**config.mk**
```make
export PLATFORM = sky130hd
export DESIGN_NAME = shared_reg_bank
export DESIGN_NICKNAME = d
export VERILOG_FILES = /design/src/pkg/shared_bank_pkg.sv /design/src/hw/irq_sticky.sv /design/src/hw/pin_sync.sv /design/src/hw/shared_reg_bank.sv
export SDC_FILE = /design/constraint.sdc
export NUM_CORES = 1
export LEC_CHECK = 0
export ABC_AREA = 0
export BUFFER_PORTS_ARGS = -buffer_cell sky130_fd_sc_hd__buf_2
export CAP_MARGIN = 20
export CORE_MARGIN = 8
export CORE_UTILIZATION = 59
export CTS_CLUSTER_SIZE = 10
export DETAILED_ROUTE_END_ITERATION = 6
export PLACE_DENSITY = 0.86
export SYNTH_ARGS = -nofsm -noshare
export SYNTH_HDL_FRONTEND = slang
export SYNTH_SLANG_ARGS = --single-unit
```
**constraint.sdc**
```tcl
create_clock -name mclk -period 4.79 [get_ports mclk]
set_input_delay 0.958 -clock mclk [delete_from_list [all_inputs] [get_ports mclk]]
set_output_delay 0.958 -clock mclk [all_outputs]
set_load 0.02 [all_outputs]
```
**src/pkg/shared_bank_pkg.sv**
```systemverilog
`default_nettype none
package shared_bank_pkg;

    // ------------------------------------------------------------
    // Shared register offsets
    // ------------------------------------------------------------
    localparam logic [7:0] ADDR_STRAP = 8'h00;
    localparam logic [7:0] ADDR_IDENT = 8'h01;
    localparam logic [7:0] ADDR_RSV2  = 8'h02;
    localparam logic [7:0] ADDR_RSV3  = 8'h03;
    localparam logic [7:0] ADDR_CTRL  = 8'h04;
    localparam logic [7:0] ADDR_STAT  = 8'h05;
    localparam logic [7:0] ADDR_RSV6  = 8'h06;
    localparam logic [7:0] ADDR_RSV7  = 8'h07;
    localparam logic [7:0] ADDR_SEL   = 8'hFF;

    // ------------------------------------------------------------
    // Field positions
    // ------------------------------------------------------------
    localparam int SEL_BCAST_BIT       = 3;
    localparam int SEL_EN_BIT          = 2;
    localparam int SEL_LANE_LSB        = 0;
    localparam int SEL_LANE_W          = 2;
    localparam int CTRL_SHARED_RST_BIT = 6;
    localparam int CTRL_MASTER_RST_BIT = 5;
    localparam int CTRL_FORCE_LOAD_BIT = 4;
    localparam int STAT_LOAD_DIS_BIT   = 7;
    localparam int STAT_DONE_BIT       = 4;
    localparam int STRAP_LSB           = 4;
    localparam int STRAP_W             = 4;
    localparam int NUM_LANES           = 4;

    // ------------------------------------------------------------
    // Reset values and masks
    // ------------------------------------------------------------
    localparam logic [7:0] RST_SEL        = 8'h00;
    localparam logic [7:0] RST_RSV2       = 8'h00;
    localparam logic [7:0] RST_CTRL       = 8'h01;
    localparam logic [7:0] RST_STAT       = 8'h00;
    localparam logic [7:0] RST_RSV6       = 8'h00;
    localparam logic [7:0] RST_RSV7       = 8'h05;
    localparam logic       RST_DONE       = 1'b1;
    localparam logic [7:0] CTRL_KEEP_MASK = 8'h9F;
    localparam logic [7:0] STAT_RW_MASK   = 8'hE0;
    localparam logic [7:0] ZERO_BYTE      = 8'h00;
    localparam logic [6:0] BUS_ADDR_BASE  = 7'h18;

    // ------------------------------------------------------------
    // Carriers
    // ------------------------------------------------------------
    typedef struct packed {
        logic       wr;
        logic       rd;
        logic [7:0] addr;
        logic [7:0] wdata;
    } host_req_t;

    typedef struct packed {
        logic [NUM_LANES-1:0] en;
        logic [7:0]           addr;
        logic [7:0]           data;
    } lane_wr_t;

endpackage
`default_nettype wire
```
**src/hw/irq_sticky.sv**
```systemverilog
`timescale 1ns/1ns
`default_nettype none
module irq_sticky
    import shared_bank_pkg::*;
(
    // Clock and reset
    input  wire logic mclk,
    input  wire logic rstn,
    input  wire logic ce,
    // Event and clear
    input  wire logic set_evt,
    input  wire logic clr,
    output logic      flag
);

    typedef struct packed {
        logic flag;
    } sticky_state_t;

    sticky_state_t cur;
    sticky_state_t next_cur;

    // Set wins over clear so no event is lost
    always_comb
    begin
        next_cur = cur;
        if (set_evt)
        begin
            next_cur.flag = 1'b1;
        end
        else if (clr)
        begin
            next_cur.flag = 1'b0;
        end
    end

    always_ff @(posedge mclk)
    begin
        if (!rstn)
        begin
            cur <= '0;
        end
        else if (ce)
        begin
            cur <= next_cur;
        end
    end

    assign flag = cur.flag;

endmodule
`default_nettype wire

```
**src/hw/pin_sync.sv**
```systemverilog
`timescale 1ns/1ns
`default_nettype none
module pin_sync
    import shared_bank_pkg::*;
#(
    parameter int W = 4
)(
    // Clock and reset
    input  wire logic         mclk,
    input  wire logic         rstn,
    input  wire logic         ce,
    // Pins in, synchronised out
    input  wire logic [W-1:0] pin_in,
    output logic      [W-1:0] pin_out
);

    typedef struct packed {
        logic [W-1:0] meta;
        logic [W-1:0] stable;
    } sync_state_t;

    sync_state_t cur;
    sync_state_t next_cur;

    // Only the second stage is visible to the block
    always_comb
    begin
        next_cur        = cur;
        next_cur.meta   = pin_in;
        next_cur.stable = cur.meta;
    end

    always_ff @(posedge mclk)
    begin
        if (!rstn)
        begin
            cur <= '0;
        end
        else if (ce)
        begin
            cur <= next_cur;
        end
    end

    assign pin_out = cur.stable;

endmodule
`default_nettype wire

```
**src/hw/shared_reg_bank.sv**
```systemverilog
`timescale 1ns/1ns
`default_nettype none
module shared_reg_bank
    import shared_bank_pkg::*;
#(
    parameter logic [2:0] VERSION_CODE  = 3'h2,  // Arbitrary value
    parameter logic [4:0] PART_IDENTITY = 5'h0A  // Arbitrary value
)(
    // Clock, reset, enable
    input  wire logic                 mclk,
    input  wire logic                 rstn,
    input  wire logic                 ce,
    // Host register port
    input  wire host_req_t            req,
    output logic [7:0]                rdata,
    output logic                      rvalid,
    // Lane register sets
    output lane_wr_t                  lane_wr,
    output logic [SEL_LANE_W-1:0]     lane_rd_sel,
    output logic [7:0]                lane_rd_addr,
    output logic                      lane_rd,
    input  wire logic [7:0]           lane_rdata,
    // Strap pins and bus address
    input  wire logic [STRAP_W-1:0]   addr_strap,
    output logic [6:0]                bus_address,
    // EEPROM load control
    output logic                      force_config_load,
    output logic                      config_load_disable,
    output logic                      bus_master_reset,
    output logic                      shared_regs_reset_pulse,
    input  wire logic                 config_load_done,
    // Lane interrupts
    input  wire logic [NUM_LANES-1:0] lane_irq
);

    // ------------------------------------------------------------
    // State
    // ------------------------------------------------------------
    typedef struct packed {
        logic [7:0] sel;
        logic [7:0] rsv2;
        logic [7:0] ctrl;
        logic [7:0] stat;
        logic [7:0] rsv6;
        logic [7:0] rsv7;
        logic       done;
        logic [7:0] rdata;
        logic       rvalid;
        lane_wr_t   lane_wr;
        logic       master_rst;
        logic       shared_rst;
    } bank_state_t;

    bank_state_t cur;
    bank_state_t next_cur;

    logic [STRAP_W-1:0]   strap_sync;
    logic [NUM_LANES-1:0] irq_flag;
    logic                 stat_read;
    logic                 lane_mode;
    logic                 bcast;
    logic                 is_shared_rst;
    logic [7:0]           shared_rd;
    logic [7:0]           irq_byte;

    // ------------------------------------------------------------
    // Strap pins and interrupt flags
    // ------------------------------------------------------------
    pin_sync #(
        .W (STRAP_W)
    ) u_strap_sync (
        .mclk    (mclk),
        .rstn    (rstn),
        .ce      (ce),
        .pin_in  (addr_strap),
        .pin_out (strap_sync)
    );

    // Flags clear when status is read; a new event in that cycle wins
    assign stat_read = req.rd && !lane_mode && (req.addr == ADDR_STAT);

    genvar gi;
    generate
        for (gi = 0; gi < NUM_LANES; gi++)
        begin : g_irq
            irq_sticky u_flag (
                .mclk    (mclk),
                .rstn    (rstn),
                .ce      (ce),
                .set_evt (lane_irq[gi]),
                .clr     (stat_read),
                .flag    (irq_flag[gi])
            );
        end
    endgenerate

    // Lane 0 sits in the highest flag bit
    always_comb
    begin
        irq_byte = ZERO_BYTE;
        for (int i = 0; i < NUM_LANES; i++)
        begin
            irq_byte[NUM_LANES-1-i] = irq_flag[i];
        end
    end

    // ------------------------------------------------------------
    // Steering
    // ------------------------------------------------------------
    assign lane_mode = cur.sel[SEL_EN_BIT];
    assign bcast     = cur.sel[SEL_BCAST_BIT] && lane_mode;

    assign is_shared_rst = req.wr && !lane_mode && (req.addr == ADDR_CTRL)
                           && req.wdata[CTRL_SHARED_RST_BIT];

    // Lane reads go out combinationally; the answer is caught next edge
    assign lane_rd      = req.rd && lane_mode && (req.addr != ADDR_SEL);
    assign lane_rd_addr = req.addr;
    assign lane_rd_sel  = cur.sel[SEL_LANE_LSB +: SEL_LANE_W];

    // ------------------------------------------------------------
    // Shared read mux
    // ------------------------------------------------------------
    always_comb
    begin
        shared_rd = ZERO_BYTE;
        case (req.addr)
            ADDR_STRAP:
            begin
                shared_rd[STRAP_LSB +: STRAP_W] = strap_sync;
            end
            ADDR_IDENT:
            begin
                shared_rd = {VERSION_CODE, PART_IDENTITY};
            end
            ADDR_RSV2:
            begin
                shared_rd = cur.rsv2;
            end
            ADDR_CTRL:
            begin
                shared_rd = cur.ctrl; // self-clearing bits are never stored
            end
            ADDR_STAT:
            begin
                shared_rd = cur.stat | irq_byte;
                shared_rd[STAT_DONE_BIT] = cur.done;
            end
            ADDR_RSV6:
            begin
                shared_rd = cur.rsv6;
            end
            ADDR_RSV7:
            begin
                shared_rd = cur.rsv7;
            end
            // Selector readback is not supported, so it answers zero
            default:
            begin
                shared_rd = ZERO_BYTE;
            end
        endcase
    end

    // ------------------------------------------------------------
    // Next state
    // ------------------------------------------------------------
    always_comb
    begin
        next_cur            = cur;
        next_cur.rvalid     = req.rd;
        next_cur.lane_wr.en = '0;
        next_cur.master_rst = 1'b0;
        next_cur.shared_rst = 1'b0;

        if (req.rd)
        begin
            // Selector address is never a lane register
            if (lane_mode && (req.addr != ADDR_SEL))
            begin
                next_cur.rdata = lane_rdata;
            end
            else
            begin
                next_cur.rdata = shared_rd;
            end
        end

        // EEPROM loader finishing sets done; set wins over clear
        if (config_load_done)
        begin
            next_cur.done = 1'b1;
        end

        if (req.wr)
        begin
            if (req.addr == ADDR_SEL)
            begin
                next_cur.sel = req.wdata;
            end
            else if (lane_mode)
            begin
                next_cur.lane_wr.addr = req.addr;
                next_cur.lane_wr.data = req.wdata;
                if (bcast)
                begin
                    next_cur.lane_wr.en = '1;
                end
                else
                begin
                    next_cur.lane_wr.en[cur.sel[SEL_LANE_LSB +: SEL_LANE_W]] = 1'b1;
                end
            end
            else
            begin
                // Strap, identity and reserved 0x03 fall through untouched
                case (req.addr)
                    ADDR_RSV2:
                    begin
                        next_cur.rsv2 = req.wdata;
                    end
                    ADDR_CTRL:
                    begin
                        next_cur.ctrl       = req.wdata & CTRL_KEEP_MASK;
                        next_cur.master_rst = req.wdata[CTRL_MASTER_RST_BIT];
                        if (req.wdata[CTRL_FORCE_LOAD_BIT] && !cur.ctrl[CTRL_FORCE_LOAD_BIT]
                            && !config_load_done)
                        begin
                            next_cur.done = 1'b0;
                        end
                    end
                    ADDR_STAT:
                    begin
                        next_cur.stat = req.wdata & STAT_RW_MASK;
                    end
                    ADDR_RSV6:
                    begin
                        next_cur.rsv6 = req.wdata;
                    end
                    ADDR_RSV7:
                    begin
                        next_cur.rsv7 = req.wdata;
                    end
                    default:
                    begin
                        next_cur.rsv2 = cur.rsv2;
                    end
                endcase
            end
        end

        // Shared reset overrides the rest of that write, except a force-load rising edge still clears done
        if (is_shared_rst)
        begin
            next_cur.sel        = RST_SEL;
            next_cur.rsv2       = RST_RSV2;
            next_cur.ctrl       = RST_CTRL;
            next_cur.stat       = RST_STAT;
            next_cur.rsv6       = RST_RSV6;
            next_cur.rsv7       = RST_RSV7;
            next_cur.master_rst = 1'b0;
            next_cur.shared_rst = 1'b1;
        end
    end

    always_ff @(posedge mclk)
    begin
        if (!rstn)
        begin
            cur         <= '0;
            cur.sel     <= RST_SEL;
            cur.rsv2    <= RST_RSV2;
            cur.ctrl    <= RST_CTRL;
            cur.stat    <= RST_STAT;
            cur.rsv6    <= RST_RSV6;
            cur.rsv7    <= RST_RSV7;
            cur.done    <= RST_DONE;
        end
        else if (ce)
        begin
            cur <= next_cur;
        end
    end

    // ------------------------------------------------------------
    // Outputs
    // ------------------------------------------------------------
    assign rdata                   = cur.rdata;
    assign rvalid                  = cur.rvalid;
    assign lane_wr                 = cur.lane_wr;
    assign bus_address             = BUS_ADDR_BASE + {3'h0, strap_sync};
    assign force_config_load       = cur.ctrl[CTRL_FORCE_LOAD_BIT];
    assign config_load_disable     = cur.stat[STAT_LOAD_DIS_BIT];
    assign bus_master_reset        = cur.master_rst;
    assign shared_regs_reset_pulse = cur.shared_rst;

endmodule
`default_nettype wire

```
# Word level (Yosys, flattened, before mapping)
# Cells that the tools add are included.
# word_totals
output_inout_bits	51
register_bits	88
# op_classes
mux	30
eq_ne	10
order_cmp	2
bitwise	2
add_sub_neg	1
reduce_logical	39
# ops
op	count
$mux 41	2
$mux 8	6
$mux 45	1
$mux 44	1
$mux 21	2
$eq 8x3->1 const B	4
$pmux 4 s7	1
$reduce_and 5->1	5
$pmux 4 s6	1
$reduce_bool 2->1	11
$mux 20	1
$logic_and 1x1->1	12
$mux 1	11
$reduce_and 2->1	5
$eq 8x1->1 const B	1
$eq 8x2->1 const B	1
$eq 8x8->1 const B	1
$logic_not 8->1	1
$mux 4	2
$ne 8x8->1 const B	1
$or 8x4->8	1
$add 5x4->6 const A	1
$reduce_and 4->1	1
$logic_not 1->1	3
other kinds (8)	8

# Longest topological paths before layout
# logic_depth
ltp_word	9
mapped_depth	8
mapped_depth_nobuf	5

# Modules after synthesis
# A second synthesis with hierarchy kept.
# hier_totals
hier_cells	447
area_unflattened_um2	4098.9
# by_module_without_submodules
mod	seq_area_each_um2	area_each_um2	cells_each	n_inst
shared_reg_bank	1381.3	3612.2	402	1
pin_sync	160.2	331.6	29	1
irq_sticky	20.0	38.8	4	4

# Least setup slack after synthesis
# Ideal clock, no wire load.
# synth_timing
path_type	input to output
from	input port req[8] (netlist name)
to	output port lane_rd
stages	5
t_arrival_ns	2.035
required_ns	3.832
slack_ns	1.797
cell_sequence	clkbuf_1 nand4_1 o21a_1 clkbuf_1 and2_1
# synth_via
elab_chain_cells	2
# synth_lines
element	line_no	rtl
start, declared	shared_reg_bank.sv:14	input wire host_req_t req,
$ne 8x8->1	shared_reg_bank.sv:117	assign lane_rd = req.rd && lane_mode && (req.addr != ADDR_SEL);
$logic_and 1x1->1	shared_reg_bank.sv:117	
end, declared	shared_reg_bank.sv:21	output logic lane_rd,
# No other way between the ends.

# Final worst setup path
# layout_timing
from	input port req[9] (netlist name)
to	output port lane_rd
# The elaborated chain is that of the path after synthesis.

==> impl_metrics.toml <==
[outcome]
status = "complete, no violations"

[detailed_routing]
avgRoutedWirePerCell_um = 16.7
initialDrtViolationCount = 180
dr.pass1.iters = 4
drc = 0
antenna_violating_nets_post_route = 0
routed_via_density = 5.70
drt_wl_total_um = 10100
detailed_route_via_count = 3444

[worst_setup_path]
critPathLaunch = "req[9]"
critical_path.reg2reg.startpoint = "cur[74]$_SDFFE_PN0P_"
crit_path_max_fanout = 28
critical_path.endpoint_type = "primary output"
crit_path_start_kind = "input pin"
required_ps = 3830
timing_worst_setup_path_type = "in2out"
worst_ep_arrival_time_ps = 2420

[synth]
synth_flop_cell = "dfxtp_1"
synth_seq_cells = 81
synth.largest_area_cell = "dfxtp_1"
most_instantiated_library_cell_after_synthesis = "dfxtp_1"
synth.distinct_cells = 48
synth_area_per_cell_sq_um = 8.58
yosysSeqAreaShare_pct = 39.3
yosys-top-cells-count = "dfxtp_1, nand2_1, buf_4, nor2b_1, mux2i_1"
syn-instance-count = 481
asyncSetResetFlopFracSynth_pct = 0
synthesis.yosys.warnings = 0
yosys-top-cells-area = "dfxtp_1, mux2i_1, buf_4"
synth.cell_area_sq_um = 4130
synth_fp_nets = 519
synth_edf_count = 0
synth_top_area_share_pct = 39.3

[cells_and_area]
design.final.nets = 541
final_design_area_no_fill_sq_um = 4460
multiInputGateArea_sq_um = 2020
final_layout_size_suffix_gt1_share_pct = 22.2
syn2layout_area_growth_pct = 7.97
n_fill_cell = 553
sequential_cell_area_sq_um = 1620
insertedDiodeCount = 0

[clock_tree]
cts.path.max_buffers = 2
cts.htree.levels = 3
clk_pin_slew_worst_paths_ps = 70
post_cts_hold_buffer_count = 0
cts_tree = "yes"
quantity_of_gates_resized_following_cts = 0
clock-root-buffer = "clkbuf_8"
post_cts.repair.setup_buffers = 0
cts_inserted_buffers = 9
clkSinkCount = 81
worst_skew_pair.late_latency_ps = 360

[timing]
finalSetupViolations = 0
worst-slew-pin-transition_ps = 744
fin_setup_tns_ps = 0
timing.max_slew.rel_slack_pct = 50.0
report.final.hold_viol_count = 0
fin_worst_skew_ps = 10.9
max_freq_mhz = 296
min_period_over_period_pct = 70.4
final.setup.worst_slack_ps = 1420
rsz_0062_raised_after_global_routing = "no"
finalMaxSlewViolations = 0
layout_min_cycle_time_ps = 3370

[pwr]
power_leakage_uw = 0.00184
cellPowerDensity_nw_per_um2 = 307
worst_case_vdd_ir_drop_mv = 0.258

[grt]
global_route.usage.total_pct = 20.3
grt_pass1_vias = 3438
grt_max_degree = 49
antenna_found_initial = 0
globalRoute.totalOverflow = 0
wire_length_of_the_first_global_routing_pass_um = 16300

[floorplan]
ioPinCount = 89
floorplan.die.height_um = 99.6
fp.coreArea_sq_um = 6790
core.rowCount = 30
start_util_pct = 60.7
die-area_sq_um = 9930
die_x_um = 99.6

[flow_run]
maxCapViolCount = 0

[min_path]
hold_path_class = "reg2reg"
min_from = "cur[71]$_SDFFE_PN0P_"

[placed_design]
estimated_wirelength_of_the_detail_placed_design_um = 7200
gp_routability_congestion = 0.872
placement.cell_area_sq_um = 4230
dp_worst_setup_slack_ps = 1440
io_buffer_count = 87
==> routing by layer <==
| layer | track usage [%] | part of all wire [%] |
|---|---|---|
| met1 | 23.1 | 41 |
| met2 | 34.0 | 48 |
| met3 | 5.24 | 7.5 |
| met4 | 11.3 | 2.9 |
| met5 | 0 | 0 |
==> area by class of cell <==
type	count	share of cell area, %
well taps	96	2.70
clock inverters	4	1.68
clock buffers	12	3.48
repair buffers	88	9.94
multi-input cells	318	45.4
flip-flops and latches	81	36.4
inverters	5	0.421
==> cells by family (layout without fill, tap and decap cells) <==
group	after synthesis	count (layout)	share of synthesized area (%)
simple gates	185	185	22.8
compound gates	87	87	14.7
buf+inv	82	109	11.7
flops	81	81	39.3
mux	45	45	11.3
other cells	1	1	0.0909
==> per-stage QoR <==
step	power, uW	utilization [%]	hold WS, ps	cells
after floorplan	784	-	438	481
after global placement	814	62.2	446	588
after detailed placement	816	62.2	456	588
after CTS	1370	65.6	467	604
after global routing	1410	65.6	491	604
final	1370	65.6	465	604
==> worst paths after layout <==
kind | cells after the start | slack, ps | end
hold reg to reg | 2 | 470 | cur[71]$_SDFFE_PN0P_
setup / recovery | 5 | 1420 | lane_rd
setup reg to reg | 5 | 2400 | cur[69]$_SDFFE_PN0P_
hold / removal | 2 | 470 | cur[71]$_SDFFE_PN0P_
==> critical path: stages <==
cell     delay [ps]
buf_2           460
nand4_1         250
o21a_1          360
and2_1          220
buf_2           150
==> registers in the layout, summed over array words and instances (netlist names) <==
| register | flops |
|---|---|
| lane_rd_sel | 2 |
| rdata | 8 |
| g_irq.u_flag.flag | 4 |
| force_config_load | 1 |
| config_load_disable | 1 |
| u_strap_sync.pin_out | 4 |
| bus_master_reset | 1 |
| u_strap_sync.cur | 4 |
| lane_wr | 20 |
| rvalid | 1 |
| shared_regs_reset_pulse | 1 |
| cur | 34 |
==> cells in the final DEF (no fill, tap or decap), types with 2 or more instances in the layout <==
master,instances
clkinvlp_4,2
o211ai_1,2
nor2b_1,41
o21a_1,5
o22ai_1,6
buf_2,87
or3_1,2
and2_1,2
o21ai_0,11
nand3_1,20
a22oi_1,6
inv_1,5
and3_1,4
nand2b_1,7
dfxtp_1,81
a21boi_0,30
nand4_1,3
a32oi_1,2
bufinv_16,2
and3b_1,2
clkbuf_8,11
nand2_1,79
nor3_1,12
a22o_1,3
a21oi_1,10
mux2i_1,40
nor2_1,5
mux2_2,4
a21o_1,3
a221oi_1,2
==> power breakdown <==
group	switching [uW]	internal (uW)	total [uW]
combinational	74.3	44.0	118
clock	243	322	565
sequential	4.32	680	685
Power figures use the tool's default switching activity.
